<file path="src/pkg/p1pbc_pkg.sv">
// Constants, field positions and carrier types for the port 1 PHY basic control block.
`default_nettype none
package p1pbc_pkg;

  // ****************************************************************
  // Host interface geometry and register offsets.
  // ****************************************************************
  localparam int          ADDR_W             = 8;
  localparam int          DATA_W             = 16;
  localparam logic [7:0]  OFS_BASIC_CTRL     = 8'h4c;
  localparam logic [7:0]  OFS_BASIC_STAT     = 8'h4e;
  localparam logic [7:0]  OFS_CTRL_FOUR      = 8'hc0;
  localparam logic [7:0]  OFS_CTRL_WORD      = 8'hc2;
  localparam logic [7:0]  OFS_STATUS_WORD    = 8'hc4;

  // ****************************************************************
  // Bit positions in the basic control word.
  // ****************************************************************
  localparam int BC_LOOP    = 14;
  localparam int BC_SPEED   = 13;
  localparam int BC_AUTONEG = 12;
  localparam int BC_PDOWN   = 11;
  localparam int BC_RESTART = 9;
  localparam int BC_DUPLEX  = 8;
  localparam int BC_XVAR    = 5;
  localparam int BC_XFORCE  = 4;
  localparam int BC_XOFF    = 3;
  localparam int BC_RSV2    = 2;
  localparam int BC_TXOFF   = 1;
  localparam int BC_RSV0    = 0;

  // ****************************************************************
  // Bit positions in the shared views and the basic status word.
  // ****************************************************************
  localparam int C4_LOOP    = 8;
  localparam int C4_AUTONEG = 7;
  localparam int C4_SPEED   = 6;
  localparam int C4_XFORCE  = 9;
  localparam int C4_XOFF    = 10;
  localparam int C4_PDOWN   = 11;
  localparam int C4_RSV2    = 12;
  localparam int C4_RESTART = 13;
  localparam int C4_TXOFF   = 14;
  localparam int CW_DUPLEX  = 5;
  localparam int SW_XVAR    = 15;
  localparam int SW_DONE    = 6;
  localparam int SW_LINK    = 5;
  localparam int BS_DONE    = 5;
  localparam int BS_LINK    = 2;
  localparam logic [15:0] BS_FIXED_CAPS      = 16'h7808;

  // ****************************************************************
  // Reset values and timing.
  // ****************************************************************
  localparam logic [15:0] BC_RESET           = 16'h3120;
  localparam int          CLK_PERIOD_NS      = 40;
  localparam int          RESTART_HOLD_NS    = 80;
  localparam int          RESTART_HOLD_CYC   =
    (RESTART_HOLD_NS + CLK_PERIOD_NS - 1) / CLK_PERIOD_NS;

  // ****************************************************************
  // Carrier types.
  // ****************************************************************
  typedef struct packed {
    logic loopback;
    logic speed_100;
    logic autoneg_en;
    logic power_down;
    logic duplex_full;
    logic xover_std;
    logic xover_force;
    logic xover_off;
    logic tx_off;
    logic rsv2;
    logic rsv0;
  } p1pbc_ctrl_t;

  typedef struct packed {
    logic autoneg_done;
    logic autoneg_fail;
    logic link_up;
    logic neg_speed_100;
    logic neg_duplex_full;
  } p1pbc_phy_t;

  typedef struct packed {
    logic [7:0]  addr;
    logic [15:0] wdata;
    logic [1:0]  be;
    logic        wr;
    logic        rd;
  } p1pbc_req_t;

endpackage
`default_nettype wire

</file>
<file path="src/rtl/p1pbc_top.sv">
// Port 1 PHY basic control and status registers with their shared views.
`timescale 1ns/1ps
`default_nettype none
module p1pbc_top #(
  parameter int RESTART_HOLD = p1pbc_pkg::RESTART_HOLD_CYC
) (
  // Clock, reset and enable.
  input  wire logic                   clk_sys,
  input  wire logic                   reset_n,
  input  wire logic                   ce,
  // Host register access.
  input  wire p1pbc_pkg::p1pbc_req_t  host_req,
  output logic [15:0]                 host_rdata_ff,
  output logic                        host_rvalid_ff,
  // PHY core status.
  input  wire p1pbc_pkg::p1pbc_phy_t  phy_stat,
  // PHY core control.
  output p1pbc_pkg::p1pbc_ctrl_t      phy_ctrl,
  output logic                        autoneg_restart,
  output logic                        eff_speed_100_ff,
  output logic                        eff_duplex_full_ff,
  output logic                        tx_enable_ff
);

  // ****************************************************************
  // Parameter checks.
  // ****************************************************************
  if (RESTART_HOLD < 1 || RESTART_HOLD > 8)
  begin : g_bad_hold
    $error("RESTART_HOLD must lie between 1 and 8");
  end

  // ****************************************************************
  // Reset release.
  // ****************************************************************
  logic rst_meta_ff;
  logic rst_sync_n;

  // Assertion is immediate, release passes two flops to avoid a racy edge.
  always_ff @(posedge clk_sys or negedge reset_n)
  begin
    if (!reset_n)
    begin
      rst_meta_ff <= 1'b0;
      rst_sync_n  <= 1'b0;
    end
    else
    begin
      rst_meta_ff <= 1'b1;
      rst_sync_n  <= rst_meta_ff;
    end
  end

  // ****************************************************************
  // Address decode and write data merge.
  // ****************************************************************
  p1pbc_pkg::p1pbc_ctrl_t ctrl_ff;
  logic        hit_bc;
  logic        hit_bs;
  logic        hit_c4;
  logic        hit_cw;
  logic        hit_sw;
  logic        restart_busy;
  logic        restart_start;
  logic [15:0] view_bc;
  logic [15:0] view_bs;
  logic [15:0] view_c4;
  logic [15:0] view_cw;
  logic [15:0] view_sw;
  logic [15:0] merged_bc;
  logic [15:0] merged_c4;
  logic [15:0] merged_cw;
  logic [15:0] merged_sw;
  logic        wr_go;

  assign wr_go  = ce && host_req.wr;
  assign hit_bc = (host_req.addr == p1pbc_pkg::OFS_BASIC_CTRL);
  assign hit_bs = (host_req.addr == p1pbc_pkg::OFS_BASIC_STAT);
  assign hit_c4 = (host_req.addr == p1pbc_pkg::OFS_CTRL_FOUR);
  assign hit_cw = (host_req.addr == p1pbc_pkg::OFS_CTRL_WORD);
  assign hit_sw = (host_req.addr == p1pbc_pkg::OFS_STATUS_WORD);

  // Views of the one control store; unsupported positions stay zero.
  always_comb
  begin
    view_bc = 16'h0000;
    view_bc[p1pbc_pkg::BC_LOOP]    = ctrl_ff.loopback;
    view_bc[p1pbc_pkg::BC_SPEED]   = ctrl_ff.speed_100;
    view_bc[p1pbc_pkg::BC_AUTONEG] = ctrl_ff.autoneg_en;
    view_bc[p1pbc_pkg::BC_PDOWN]   = ctrl_ff.power_down;
    view_bc[p1pbc_pkg::BC_RESTART] = restart_busy;
    view_bc[p1pbc_pkg::BC_DUPLEX]  = ctrl_ff.duplex_full;
    view_bc[p1pbc_pkg::BC_XVAR]    = ctrl_ff.xover_std;
    view_bc[p1pbc_pkg::BC_XFORCE]  = ctrl_ff.xover_force;
    view_bc[p1pbc_pkg::BC_XOFF]    = ctrl_ff.xover_off;
    view_bc[p1pbc_pkg::BC_RSV2]    = ctrl_ff.rsv2;
    view_bc[p1pbc_pkg::BC_TXOFF]   = ctrl_ff.tx_off;
    view_bc[p1pbc_pkg::BC_RSV0]    = ctrl_ff.rsv0;
    view_c4 = 16'h0000;
    view_c4[p1pbc_pkg::C4_LOOP]    = ctrl_ff.loopback;
    view_c4[p1pbc_pkg::C4_AUTONEG] = ctrl_ff.autoneg_en;
    view_c4[p1pbc_pkg::C4_SPEED]   = ctrl_ff.speed_100;
    view_c4[p1pbc_pkg::C4_XFORCE]  = ctrl_ff.xover_force;
    view_c4[p1pbc_pkg::C4_XOFF]    = ctrl_ff.xover_off;
    view_c4[p1pbc_pkg::C4_PDOWN]   = ctrl_ff.power_down;
    view_c4[p1pbc_pkg::C4_RSV2]    = ctrl_ff.rsv2;
    view_c4[p1pbc_pkg::C4_RESTART] = restart_busy;
    view_c4[p1pbc_pkg::C4_TXOFF]   = ctrl_ff.tx_off;
    view_cw = 16'h0000;
    view_cw[p1pbc_pkg::CW_DUPLEX]  = ctrl_ff.duplex_full;
    view_sw = 16'h0000;
    view_sw[p1pbc_pkg::SW_XVAR]    = ctrl_ff.xover_std;
    view_sw[p1pbc_pkg::SW_DONE]    = phy_stat.autoneg_done;
    view_sw[p1pbc_pkg::SW_LINK]    = phy_stat.link_up;
  end

  // Status word: fixed capabilities plus live negotiation and link state.
  always_comb
  begin
    view_bs = p1pbc_pkg::BS_FIXED_CAPS;
    view_bs[p1pbc_pkg::BS_DONE] = phy_stat.autoneg_done;
    view_bs[p1pbc_pkg::BS_LINK] = phy_stat.link_up;
  end

  p1pbc_lane_merge #(.W(16)) u_merge_bc (
    .cur    (view_bc),
    .wdata  (host_req.wdata),
    .be     (host_req.be),
    .merged (merged_bc)
  );

  p1pbc_lane_merge #(.W(16)) u_merge_c4 (
    .cur    (view_c4),
    .wdata  (host_req.wdata),
    .be     (host_req.be),
    .merged (merged_c4)
  );

  p1pbc_lane_merge #(.W(16)) u_merge_cw (
    .cur    (view_cw),
    .wdata  (host_req.wdata),
    .be     (host_req.be),
    .merged (merged_cw)
  );

  p1pbc_lane_merge #(.W(16)) u_merge_sw (
    .cur    (view_sw),
    .wdata  (host_req.wdata),
    .be     (host_req.be),
    .merged (merged_sw)
  );

  // ****************************************************************
  // Control store.
  // ****************************************************************
  // Each view writes its own fields of the same flops, so a later read of any view holding the field sees it.
  always_ff @(posedge clk_sys or negedge rst_sync_n)
  begin
    if (!rst_sync_n)
      ctrl_ff <= '{loopback: 1'b0, speed_100: 1'b1, autoneg_en: 1'b1,
                   power_down: 1'b0, duplex_full: 1'b1, xover_std: 1'b1,
                   xover_force: 1'b0, xover_off: 1'b0, tx_off: 1'b0,
                   rsv2: 1'b0, rsv0: 1'b0};
    else if (wr_go && hit_bc)
    begin
      ctrl_ff.loopback    <= merged_bc[p1pbc_pkg::BC_LOOP];
      ctrl_ff.speed_100   <= merged_bc[p1pbc_pkg::BC_SPEED];
      ctrl_ff.autoneg_en  <= merged_bc[p1pbc_pkg::BC_AUTONEG];
      ctrl_ff.power_down  <= merged_bc[p1pbc_pkg::BC_PDOWN];
      ctrl_ff.duplex_full <= merged_bc[p1pbc_pkg::BC_DUPLEX];
      ctrl_ff.xover_std   <= merged_bc[p1pbc_pkg::BC_XVAR];
      ctrl_ff.xover_force <= merged_bc[p1pbc_pkg::BC_XFORCE];
      ctrl_ff.xover_off   <= merged_bc[p1pbc_pkg::BC_XOFF];
      ctrl_ff.rsv2        <= merged_bc[p1pbc_pkg::BC_RSV2];
      ctrl_ff.tx_off      <= merged_bc[p1pbc_pkg::BC_TXOFF];
      ctrl_ff.rsv0        <= merged_bc[p1pbc_pkg::BC_RSV0];
    end
    else if (wr_go && hit_c4)
    begin
      ctrl_ff.loopback    <= merged_c4[p1pbc_pkg::C4_LOOP];
      ctrl_ff.speed_100   <= merged_c4[p1pbc_pkg::C4_SPEED];
      ctrl_ff.autoneg_en  <= merged_c4[p1pbc_pkg::C4_AUTONEG];
      ctrl_ff.power_down  <= merged_c4[p1pbc_pkg::C4_PDOWN];
      ctrl_ff.xover_force <= merged_c4[p1pbc_pkg::C4_XFORCE];
      ctrl_ff.xover_off   <= merged_c4[p1pbc_pkg::C4_XOFF];
      ctrl_ff.rsv2        <= merged_c4[p1pbc_pkg::C4_RSV2];
      ctrl_ff.tx_off      <= merged_c4[p1pbc_pkg::C4_TXOFF];
    end
    else if (wr_go && hit_cw)
      ctrl_ff.duplex_full <= merged_cw[p1pbc_pkg::CW_DUPLEX];
    else if (wr_go && hit_sw)
      ctrl_ff.xover_std   <= merged_sw[p1pbc_pkg::SW_XVAR];
  end

  // ****************************************************************
  // Negotiation restart.
  // ****************************************************************
  // A one written through either view starts one restart; busy reads back.
  assign restart_start = wr_go &&
    ((hit_bc && host_req.be[1] && host_req.wdata[p1pbc_pkg::BC_RESTART]) ||
     (hit_c4 && host_req.be[1] && host_req.wdata[p1pbc_pkg::C4_RESTART]));

  p1pbc_restart_seq #(.HOLD_CYC(RESTART_HOLD)) u_restart (
    .clk_sys (clk_sys),
    .rst_n   (rst_sync_n),
    .ce      (ce),
    .start   (restart_start),
    .busy    (restart_busy),
    .pulse   (autoneg_restart)
  );

  // ****************************************************************
  // Effective operating mode.
  // ****************************************************************
  // Forced values rule when negotiation is off; duplex also on failure.
  always_ff @(posedge clk_sys or negedge rst_sync_n)
  begin
    if (!rst_sync_n)
    begin
      eff_speed_100_ff   <= 1'b1;
      eff_duplex_full_ff <= 1'b1;
    end
    else if (ce)
    begin
      eff_speed_100_ff   <= ctrl_ff.autoneg_en ? phy_stat.neg_speed_100
                                               : ctrl_ff.speed_100;
      eff_duplex_full_ff <= (!ctrl_ff.autoneg_en || phy_stat.autoneg_fail)
                            ? ctrl_ff.duplex_full
                            : phy_stat.neg_duplex_full;
    end
  end

  // Transmitter runs only when neither disabled nor powered down.
  always_ff @(posedge clk_sys or negedge rst_sync_n)
  begin
    if (!rst_sync_n)
      tx_enable_ff <= 1'b0;
    else if (ce)
      tx_enable_ff <= !ctrl_ff.tx_off && !ctrl_ff.power_down;
  end

  // Loopback, crossover and power controls go straight to the PHY.
  assign phy_ctrl = ctrl_ff;

  // ****************************************************************
  // Read path.
  // ****************************************************************
  // Read data is held until the next read; unmapped offsets return zero.
  always_ff @(posedge clk_sys or negedge rst_sync_n)
  begin
    if (!rst_sync_n)
    begin
      host_rdata_ff  <= 16'h0000;
      host_rvalid_ff <= 1'b0;
    end
    else if (ce)
    begin
      host_rvalid_ff <= host_req.rd;
      if (host_req.rd)
      begin
        unique case (1'b1)
          hit_bc:  host_rdata_ff <= view_bc;
          hit_bs:  host_rdata_ff <= view_bs;
          hit_c4:  host_rdata_ff <= view_c4;
          hit_cw:  host_rdata_ff <= view_cw;
          hit_sw:  host_rdata_ff <= view_sw;
          default: host_rdata_ff <= 16'h0000;
        endcase
      end
    end
  end
endmodule
`default_nettype wire

</file>
<file path="src/rtl/p1pbc_lane_merge.sv">
// Byte-lane merge of write data over a register's present value.
`timescale 1ns/1ps
`default_nettype none
module p1pbc_lane_merge #(
  parameter int W = 16
) (
  // Present value and write.
  input  wire logic [W-1:0]   cur,
  input  wire logic [W-1:0]   wdata,
  input  wire logic [W/8-1:0] be,
  // Merged value.
  output logic      [W-1:0]   merged
);

  // ****************************************************************
  // Checks.
  // ****************************************************************
  if (W % 8 != 0 || W < 8)
  begin : g_bad_w
    $error("width must be a whole number of bytes");
  end

  // Each enabled lane takes the new byte, the rest keep the old one.
  for (genvar i = 0; i < W / 8; i++)
  begin : g_lane
    assign merged[8*i +: 8] = be[i] ? wdata[8*i +: 8] : cur[8*i +: 8];
  end

endmodule
`default_nettype wire

</file>
<file path="src/rtl/p1pbc_restart_seq.sv">
// Self-clearing restart sequencer for port 1 auto-negotiation.
`timescale 1ns/1ps
`default_nettype none
module p1pbc_restart_seq #(
  parameter int HOLD_CYC = p1pbc_pkg::RESTART_HOLD_CYC
) (
  // Clock, reset, enable.
  input  wire logic clk_sys,
  input  wire logic rst_n,
  input  wire logic ce,
  // Request and results.
  input  wire logic start,
  output logic      busy,
  output logic      pulse
);

  // ****************************************************************
  // Checks and state.
  // ****************************************************************
  if (HOLD_CYC < 1 || HOLD_CYC > 255)
  begin : g_bad_hold
    $error("HOLD_CYC out of range");
  end

  typedef enum logic [1:0] {
    P1PBC_RS_IDLE  = 2'b00,
    P1PBC_RS_PULSE = 2'b01,
    P1PBC_RS_HOLD  = 2'b10
  } p1pbc_rs_t;

  p1pbc_rs_t  state_ff;
  p1pbc_rs_t  nxt_state;
  logic [7:0] cnt_ff;

  // Next state: one pulse, then the bit stays set for the hold time.
  always_comb
  begin
    nxt_state = state_ff;
    unique case (state_ff)
      P1PBC_RS_IDLE:  if (start) nxt_state = P1PBC_RS_PULSE;
      P1PBC_RS_PULSE: nxt_state = P1PBC_RS_HOLD;
      P1PBC_RS_HOLD:  if (cnt_ff == 8'h00) nxt_state = P1PBC_RS_IDLE;
      default:        nxt_state = P1PBC_RS_IDLE;
    endcase
  end

  // State register.
  always_ff @(posedge clk_sys or negedge rst_n)
  begin
    if (!rst_n)
      state_ff <= P1PBC_RS_IDLE;
    else if (ce)
      state_ff <= nxt_state;
  end

  // Hold counter, loaded as the pulse is issued.
  always_ff @(posedge clk_sys or negedge rst_n)
  begin
    if (!rst_n)
      cnt_ff <= 8'h00;
    else if (ce && state_ff == P1PBC_RS_PULSE)
      cnt_ff <= 8'(HOLD_CYC - 1);
    else if (ce && cnt_ff != 8'h00)
      cnt_ff <= cnt_ff - 8'h01;
  end

  assign busy  = (state_ff != P1PBC_RS_IDLE);
  assign pulse = (state_ff == P1PBC_RS_PULSE);

endmodule
`default_nettype wire

</file>
<file path="config.mk">
export PLATFORM = sky130hd
export DESIGN_NAME = p1pbc_top
export DESIGN_NICKNAME = d
export VERILOG_FILES = /design/src/pkg/p1pbc_pkg.sv /design/src/rtl/p1pbc_top.sv /design/src/rtl/p1pbc_lane_merge.sv /design/src/rtl/p1pbc_restart_seq.sv
export SDC_FILE = /design/constraint.sdc
export NUM_CORES = 1
export LEC_CHECK = 0
export CAP_MARGIN = 20
export CORE_MARGIN = 1
export CORE_UTILIZATION = 55
export DETAILED_ROUTE_END_ITERATION = 8
export DONT_BUFFER_PORTS = 1
export HOLD_SLACK_MARGIN = 0.08
export PLACE_DENSITY = 0.7
export RECOVER_POWER = 25
export SYNTH_ARGS = -nofsm -noshare
export SYNTH_HDL_FRONTEND = slang
export SYNTH_SLANG_ARGS = --single-unit
</file>
<file path="constraint.sdc">
create_clock -name clk_sys -period 1.8 [get_ports clk_sys]
set_input_delay 0.09 -clock clk_sys [delete_from_list [all_inputs] [get_ports clk_sys]]
set_output_delay 0.09 -clock clk_sys [all_outputs]
set_load 0.005 [all_outputs]
</file>
# [Word level (Yosys, flattened, before mapping)]
# Index checks and enable logic that the tools add are counted.
[word_totals] regBits=43 input_bits=36 out_inout_bits=32 wordCells=92
[classes] addsub=1 n_eq_ne=14 mux=21 n_reduce_logical=36
[ops] cell="16-bit one-hot mux with 5 select lines" count=1
[ops] cell="8-bit 2-to-1 mux" count=4
[ops] cell="8-bit == test (second input constant)" count=3
[ops] cell="8-bit by 7-bit == test with 1-bit output (second input constant)" count=2
[ops] cell="7-bit 2-to-1 mux" count=2
[ops] cell="2-bit nonzero test" count=7
[ops] cell="1-bit logical AND" count=13
[ops] cell="6-bit 2-to-1 mux" count=2
[ops] cell="2-bit inequality test (second input constant)" count=6
[ops] cell="3-bit AND reduction" count=4
[ops] cell="10-bit 2-to-1 mux" count=1
[ops] cell="8-bit zero test" count=1
[ops] cell="4-bit 2-to-1 mux" count=2
[ops] cell="8-bit nonzero test" count=1
[ops] cell="8-bit by 1-bit subtractor with 8-bit output (second input constant)" count=1
[ops] cell="2-bit 2-to-1 mux" count=3
[ops] cell="2-bit one-hot mux with 3 select lines" count=1
[ops] cell="1-bit 2-to-1 mux" count=5
[ops] cell="5-bit AND reduction" count=1
[ops] cell="2-bit AND reduction" count=2
[ops] cell="4-bit AND reduction" count=1
[ops] cell="1-bit zero test" count=3
[ops] cell="2-bit by 1-bit == test with 1-bit output (second input constant)" count=1
[ops] cell="2-bit == test (second input constant)" count=1
[ops] cell="3 further kinds" count=4

# [Depth between registers and ports, before layout]
[logic_depth] word_depth=7 ltp_mapped=6 mapped_depth_nobuf=6

# [Modules after synthesis]
# A second synthesis with hierarchy kept.
[hier_totals] cells_unflattened=286 area_unflattened_um2=3348.2
[modules_own_cells] mod="p1pbc_top" n_inst=1 cells_per_inst=151 area_each_um2=1686.6 seq_area_each_um2=833.3
[modules_own_cells] mod="p1pbc_lane_merge" n_inst=4 cells_per_inst=18 area_each_um2=262.8 seq_area_each_um2=0.0
[modules_own_cells] mod="p1pbc_restart_seq" n_inst=1 cells_per_inst=63 area_each_um2=610.6 seq_area_each_um2=250.2

# [Worst setup path before layout]
# No wires, ideal clock.
[synth_path] path_kind="input to register" start="in host_req[25] (netlist name)" end="reg ctrl_ff, in the netlist phy_ctrl[10]" setup_ps=128 arrival_time_ps=1513 required_time_ps=1672 setup_slack_ps=160 cell_stages=5 path_buffers=1 path_cell_list="or3b_4 -> nor4_1 -> buf_4 -> mux2_1 -> mux2_1"
[synth_between] elab_chain_len=4 word_cells_on_any_way=9 cone_classes="eq/ne (4); mux (1); reduce/logical (4)"
[synth_rtl] item="from (decl)" line_no="p1pbc_top.sv:12" rtl="input wire p1pbc_pkg::p1pbc_req_t host_req,"
[synth_rtl] item="8-bit == test or 8-bit by 7-bit == test with 1-bit output (tied branches)" line_no="p1pbc_top.sv:79, p1pbc_top.sv:77"
[synth_rtl] item="1-bit logical AND (on tied branches)" line_no="p1pbc_top.sv:178, p1pbc_top.sv:164"
[synth_rtl] item="2-bit inequality test (no source line) or 2-bit nonzero test (tied branches)"
[synth_rtl] item="3-bit AND reduction (no source line)"
[synth_rtl] item="to (signal assigned)" line_no="p1pbc_top.sv:160" rtl="ctrl_ff <= '{loopback: 1'b0, speed_100: 1'b1, autoneg_en: 1'b1,"
[synth_rtl] item="to (decl)" line_no="p1pbc_top.sv:57" rtl="p1pbc_pkg::p1pbc_ctrl_t ctrl_ff;"
# Parallel ways exist; a longest one is shown, timed or not.
# A chain may end at the register's enable or synchronous reset.

# [Worst setup path after layout]
# Ends and elaborated chain as after synthesis.

==> impl_metrics.json <==
{
  "avgSynthCellArea_um2": 9.679,
  "areaGrowthSynthToFinish_pct": 15.17,
  "rrSetupSlack_ps": 190,
  "min_from": "phy_stat[3]",
  "cpPeakStageDelay_ps": 580,
  "power.leakage_nw": 1.107,
  "drive_gt1_frac": 0.1654,
  "met3_usage": 0.08784,
  "crit_path_end_kind": "register",
  "required_ps": 1980,
  "core_um2": 4058,
  "synth-edff-count": 0,
  "synth_nets": 280,
  "clock_tree.root_cell": "clkbuf_8",
  "placed_cell_area_um2": 2432,
  "fillers": 324,
  "synth_top_area_frac": 0.3953,
  "yosysSeqAreaShare": 0.4626,
  "r2r_cells": 6,
  "drt_first_pass_iters": 4,
  "ys.flop_type": "dfrtp_1",
  "antenna_found_initial": 0,
  "finalSetupViolations": 0,
  "path_clk_slew_ps": 80,
  "period_needed_ps": 1782,
  "start_util": 0.5772,
  "use_met1": 0.3719,
  "finClkSkew_ps": 7.157,
  "yosys.area.top_type": "dfrtp_1",
  "hp-class": "primary input to register",
  "die_x_um": 67.26,
  "htree_levels": 2,
  "grt_pass1_wl_mm": 8.887,
  "maxSlewViolCount": 0,
  "top_usage_layer": "met2",
  "cp_cell_sequence": "or3b_4 > nor4_4 > mux2_1 > dlygate4sd3_1 > mux2_1",
  "rsz0062_at_grt": "false",
  "grt_use_met2": 0.4000,
  "fin_nets": 303,
  "viasPerCell": 5.997,
  "wl_per_cell_um": 17.53,
  "hold_viol_final": 0,
  "portBuffers": 0,
  "gp_congestion": 0.8448,
  "status": "complete, no violations",
  "grt_pass1_vias": 1776,
  "slew_headroom": 0.3451,
  "grt.total_usage": 0.2718,
  "tightest_slew_ps": 982.3,
  "clockBufferDepth": 2,
  "crit_type": "primary input to register",
  "multi_input_area_um2": 1225,
  "peakVddDrop_mv": 0.5476,
  "insertion_delay_ps": 300,
  "antenna_cells_inserted": 0,
  "fin_crit_sh": 0.9903,
  "holdPathEnd": "eff_duplex_full_ff",
  "cpMostUsedCell": "mux2_1",
  "cts_tree": "yes",
  "cts.sink_count": 43,
  "worstReg2RegEnd": "u_restart.cnt_ff[4]",
  "numCtsBuffers": 5,
  "drt_wl_total_mm": 5.540,
  "drt_iter0_drc": 123,
  "r2r_start": "u_restart.cnt_ff[0]",
  "power.density_nw_per_um2": 876.0,
  "dieArea_um2": 4524,
  "row_count": 23,
  "ys_top_cells_by_area": "dfrtp_1 40%, nand2_1 7.1%, dfstp_2 6.7%",
  "critPathSlowestCell": "dlygate4sd3_1",
  "register_area_um2": 1084,
  "ant_nets": 0,
  "drc": 0,
  "dp_hpwl_mm": 4.043,
  "synthCells": 242,
  "grt_max_degree": 42,
  "synth-seq-cells": 43,
  "vias": 1895,
  "fmax_mhz": 561.0,
  "io_pins": 68,
  "worst_ep_arrival_time_ps": 1970,
  "max_cap_violations": 0,
  "fin_setup_tns_ps": 0,
  "crit_fanout": 2,
  "synth_warnings": 0,
  "finalInstanceArea_um2": 2698,
  "gr-total-overflow": 0,
  "die_h_um": 67.26,
  "whs_path_depth": 3,
  "ys_async_sr_fraction": 1.000,
  "netlist_area_um2": 2342,
  "post_synth_num_cell_types": 50,
  "cp-start-kind": "primary input"
}
==> area by class of cell <==
type                            count  share of cell area
Clock buffer                        7             0.02829
Multi-Input combinational cell    184              0.4541
Tap cell                           50             0.02319
Sequential cell                    43              0.4017
Inverter                            6            0.008349
Clock inverter                      1            0.001855
Timing Repair Buffer               25             0.08256
==> where the power goes <==
part           internal [mW]  total [mW]  switching, mW
combinational          0.256       0.554          0.299
sequential              1.08        1.21          0.133
clock                  0.273       0.597          0.324
==> repair_timing <==
| item | CTS | global route |
|---|---|---|
| resized for setup | 0 | 5 |
| endpoints found under the setup margin | 0 | 7 |
| hold buffers | 16 | 1 |
| hold endpoints to repair | 24 | 1 |
| buffers inserted | 0 | 1 |
==> worst max path at each step <==
stage	start	to	slack, ps
2_1_floorplan	host_req[25]	phy_ctrl[10]	160
3_3_place_gp	u_restart.cnt_ff[0]	u_restart.cnt_ff[4]	180
3_5_place_dp	u_restart.cnt_ff[0]	u_restart.cnt_ff[4]	90
4_1_cts	host_req[25]	phy_ctrl[10]	20
5_1_grt	host_req[20]	phy_ctrl[10]	1
6_report	host_req[25]	phy_ctrl[10]	20
==> placed cells by master (no fill, tap or decap), types with 3 or more instances in the layout <==
cell	synthesis	final
a22oi_1	6	6
dfrtp_1	37	37
o211ai_1	3	3
mux2_1	8	8
inv_1	6	6
dfstp_2	6	6
o21ai_0	16	16
dlygate4sd3_1	0	15
nor3_1	4	4
nor2_1	11	11
nand2_1	44	44
a32oi_1	3	3
mux2i_1	10	10
nor3b_1	4	3
buf_4	1	9
o31ai_1	3	3
mux2_2	5	5
clkbuf_8	0	5
nor4_4	2	3
a21oi_1	6	6
or2_2	4	4
nand3_1	5	5
o21ai_1	10	10
nand3b_1	3	3
nor2b_1	4	3
==> cell usage after synthesis, types with 3 or more instances <==
cell type and number:
mux2i_1 10, dfstp_2 6, clkbuf_1 5, o21ai_1 10, nand3_1 5, inv_1 6, o21ai_0 16, o211ai_1 3
or2_2 4, nand3b_1 3, o31ai_1 3, nor3b_1 4, mux2_1 8, o41ai_1 3, a32oi_1 3, mux2_2 5
nor3_1 4, nor2b_1 4, a22oi_1 6, nand2_1 44, a21oi_1 6, nor2_1 11, dfrtp_1 37
==> registers in the layout, summed over array words and instances, names as in the netlist <==
| signal | flops |
|---|---|
| rst_sync_n | 1 |
| host_rdata_ff | 16 |
| host_rvalid_ff | 1 |
| rst_meta_ff | 1 |
| u_restart.state_ff | 2 |
| eff_duplex_full_ff | 1 |
| u_restart.cnt_ff | 8 |
| eff_speed_100_ff | 1 |
| phy_ctrl | 11 |
| tx_enable_ff | 1 |
==> through the flow <==
step / std cells / utilization / hold WS [ps] / total power [mW] / setup WS [ps]
finish: 316 / 0.6648 / 23.44 / 2.363 / 17.54
global route: 316 / 0.6648 / 86.48 / 2.509 / 1.371
CTS: 316 / 0.6590 / 80.43 / 2.358 / 18.67
detailed placement: 292 / 0.5994 / -205.5 / 1.738 / 90.68
global placement: 292 / 0.5994 / -205.6 / 1.714 / 180.0
floorplan: 242 / - / -205.6 / 1.604 / 159.6
==> cell families after synthesis <==
family / Yosys count / share of synthesized area
muxes: 23 / 0.1052
adders and majority gates: 2 / 0.01068
buffers and inverters: 15 / 0.02938
DFF: 43 / 0.4626
AOI/OAI and AO/OA: 60 / 0.1629
other: 1 / 0.001601
and+or+nand+nor: 98 / 0.2276
==> worst max-delay path: cells and delay by family <==
family	cells	cell delay [ps]
AND/OR/NAND/NOR	2	650
multiplexers	2	650
buffers and inverters	1	580
==> metal layers <==
metal  vias to the layer above  wire [um]
met5                         -          0
met4                         0         77
met3                         8        474
met2                        87       2401
met1                       881       2586
li1                        919          -
No activity file was read; power rests on OpenSTA's default activity.
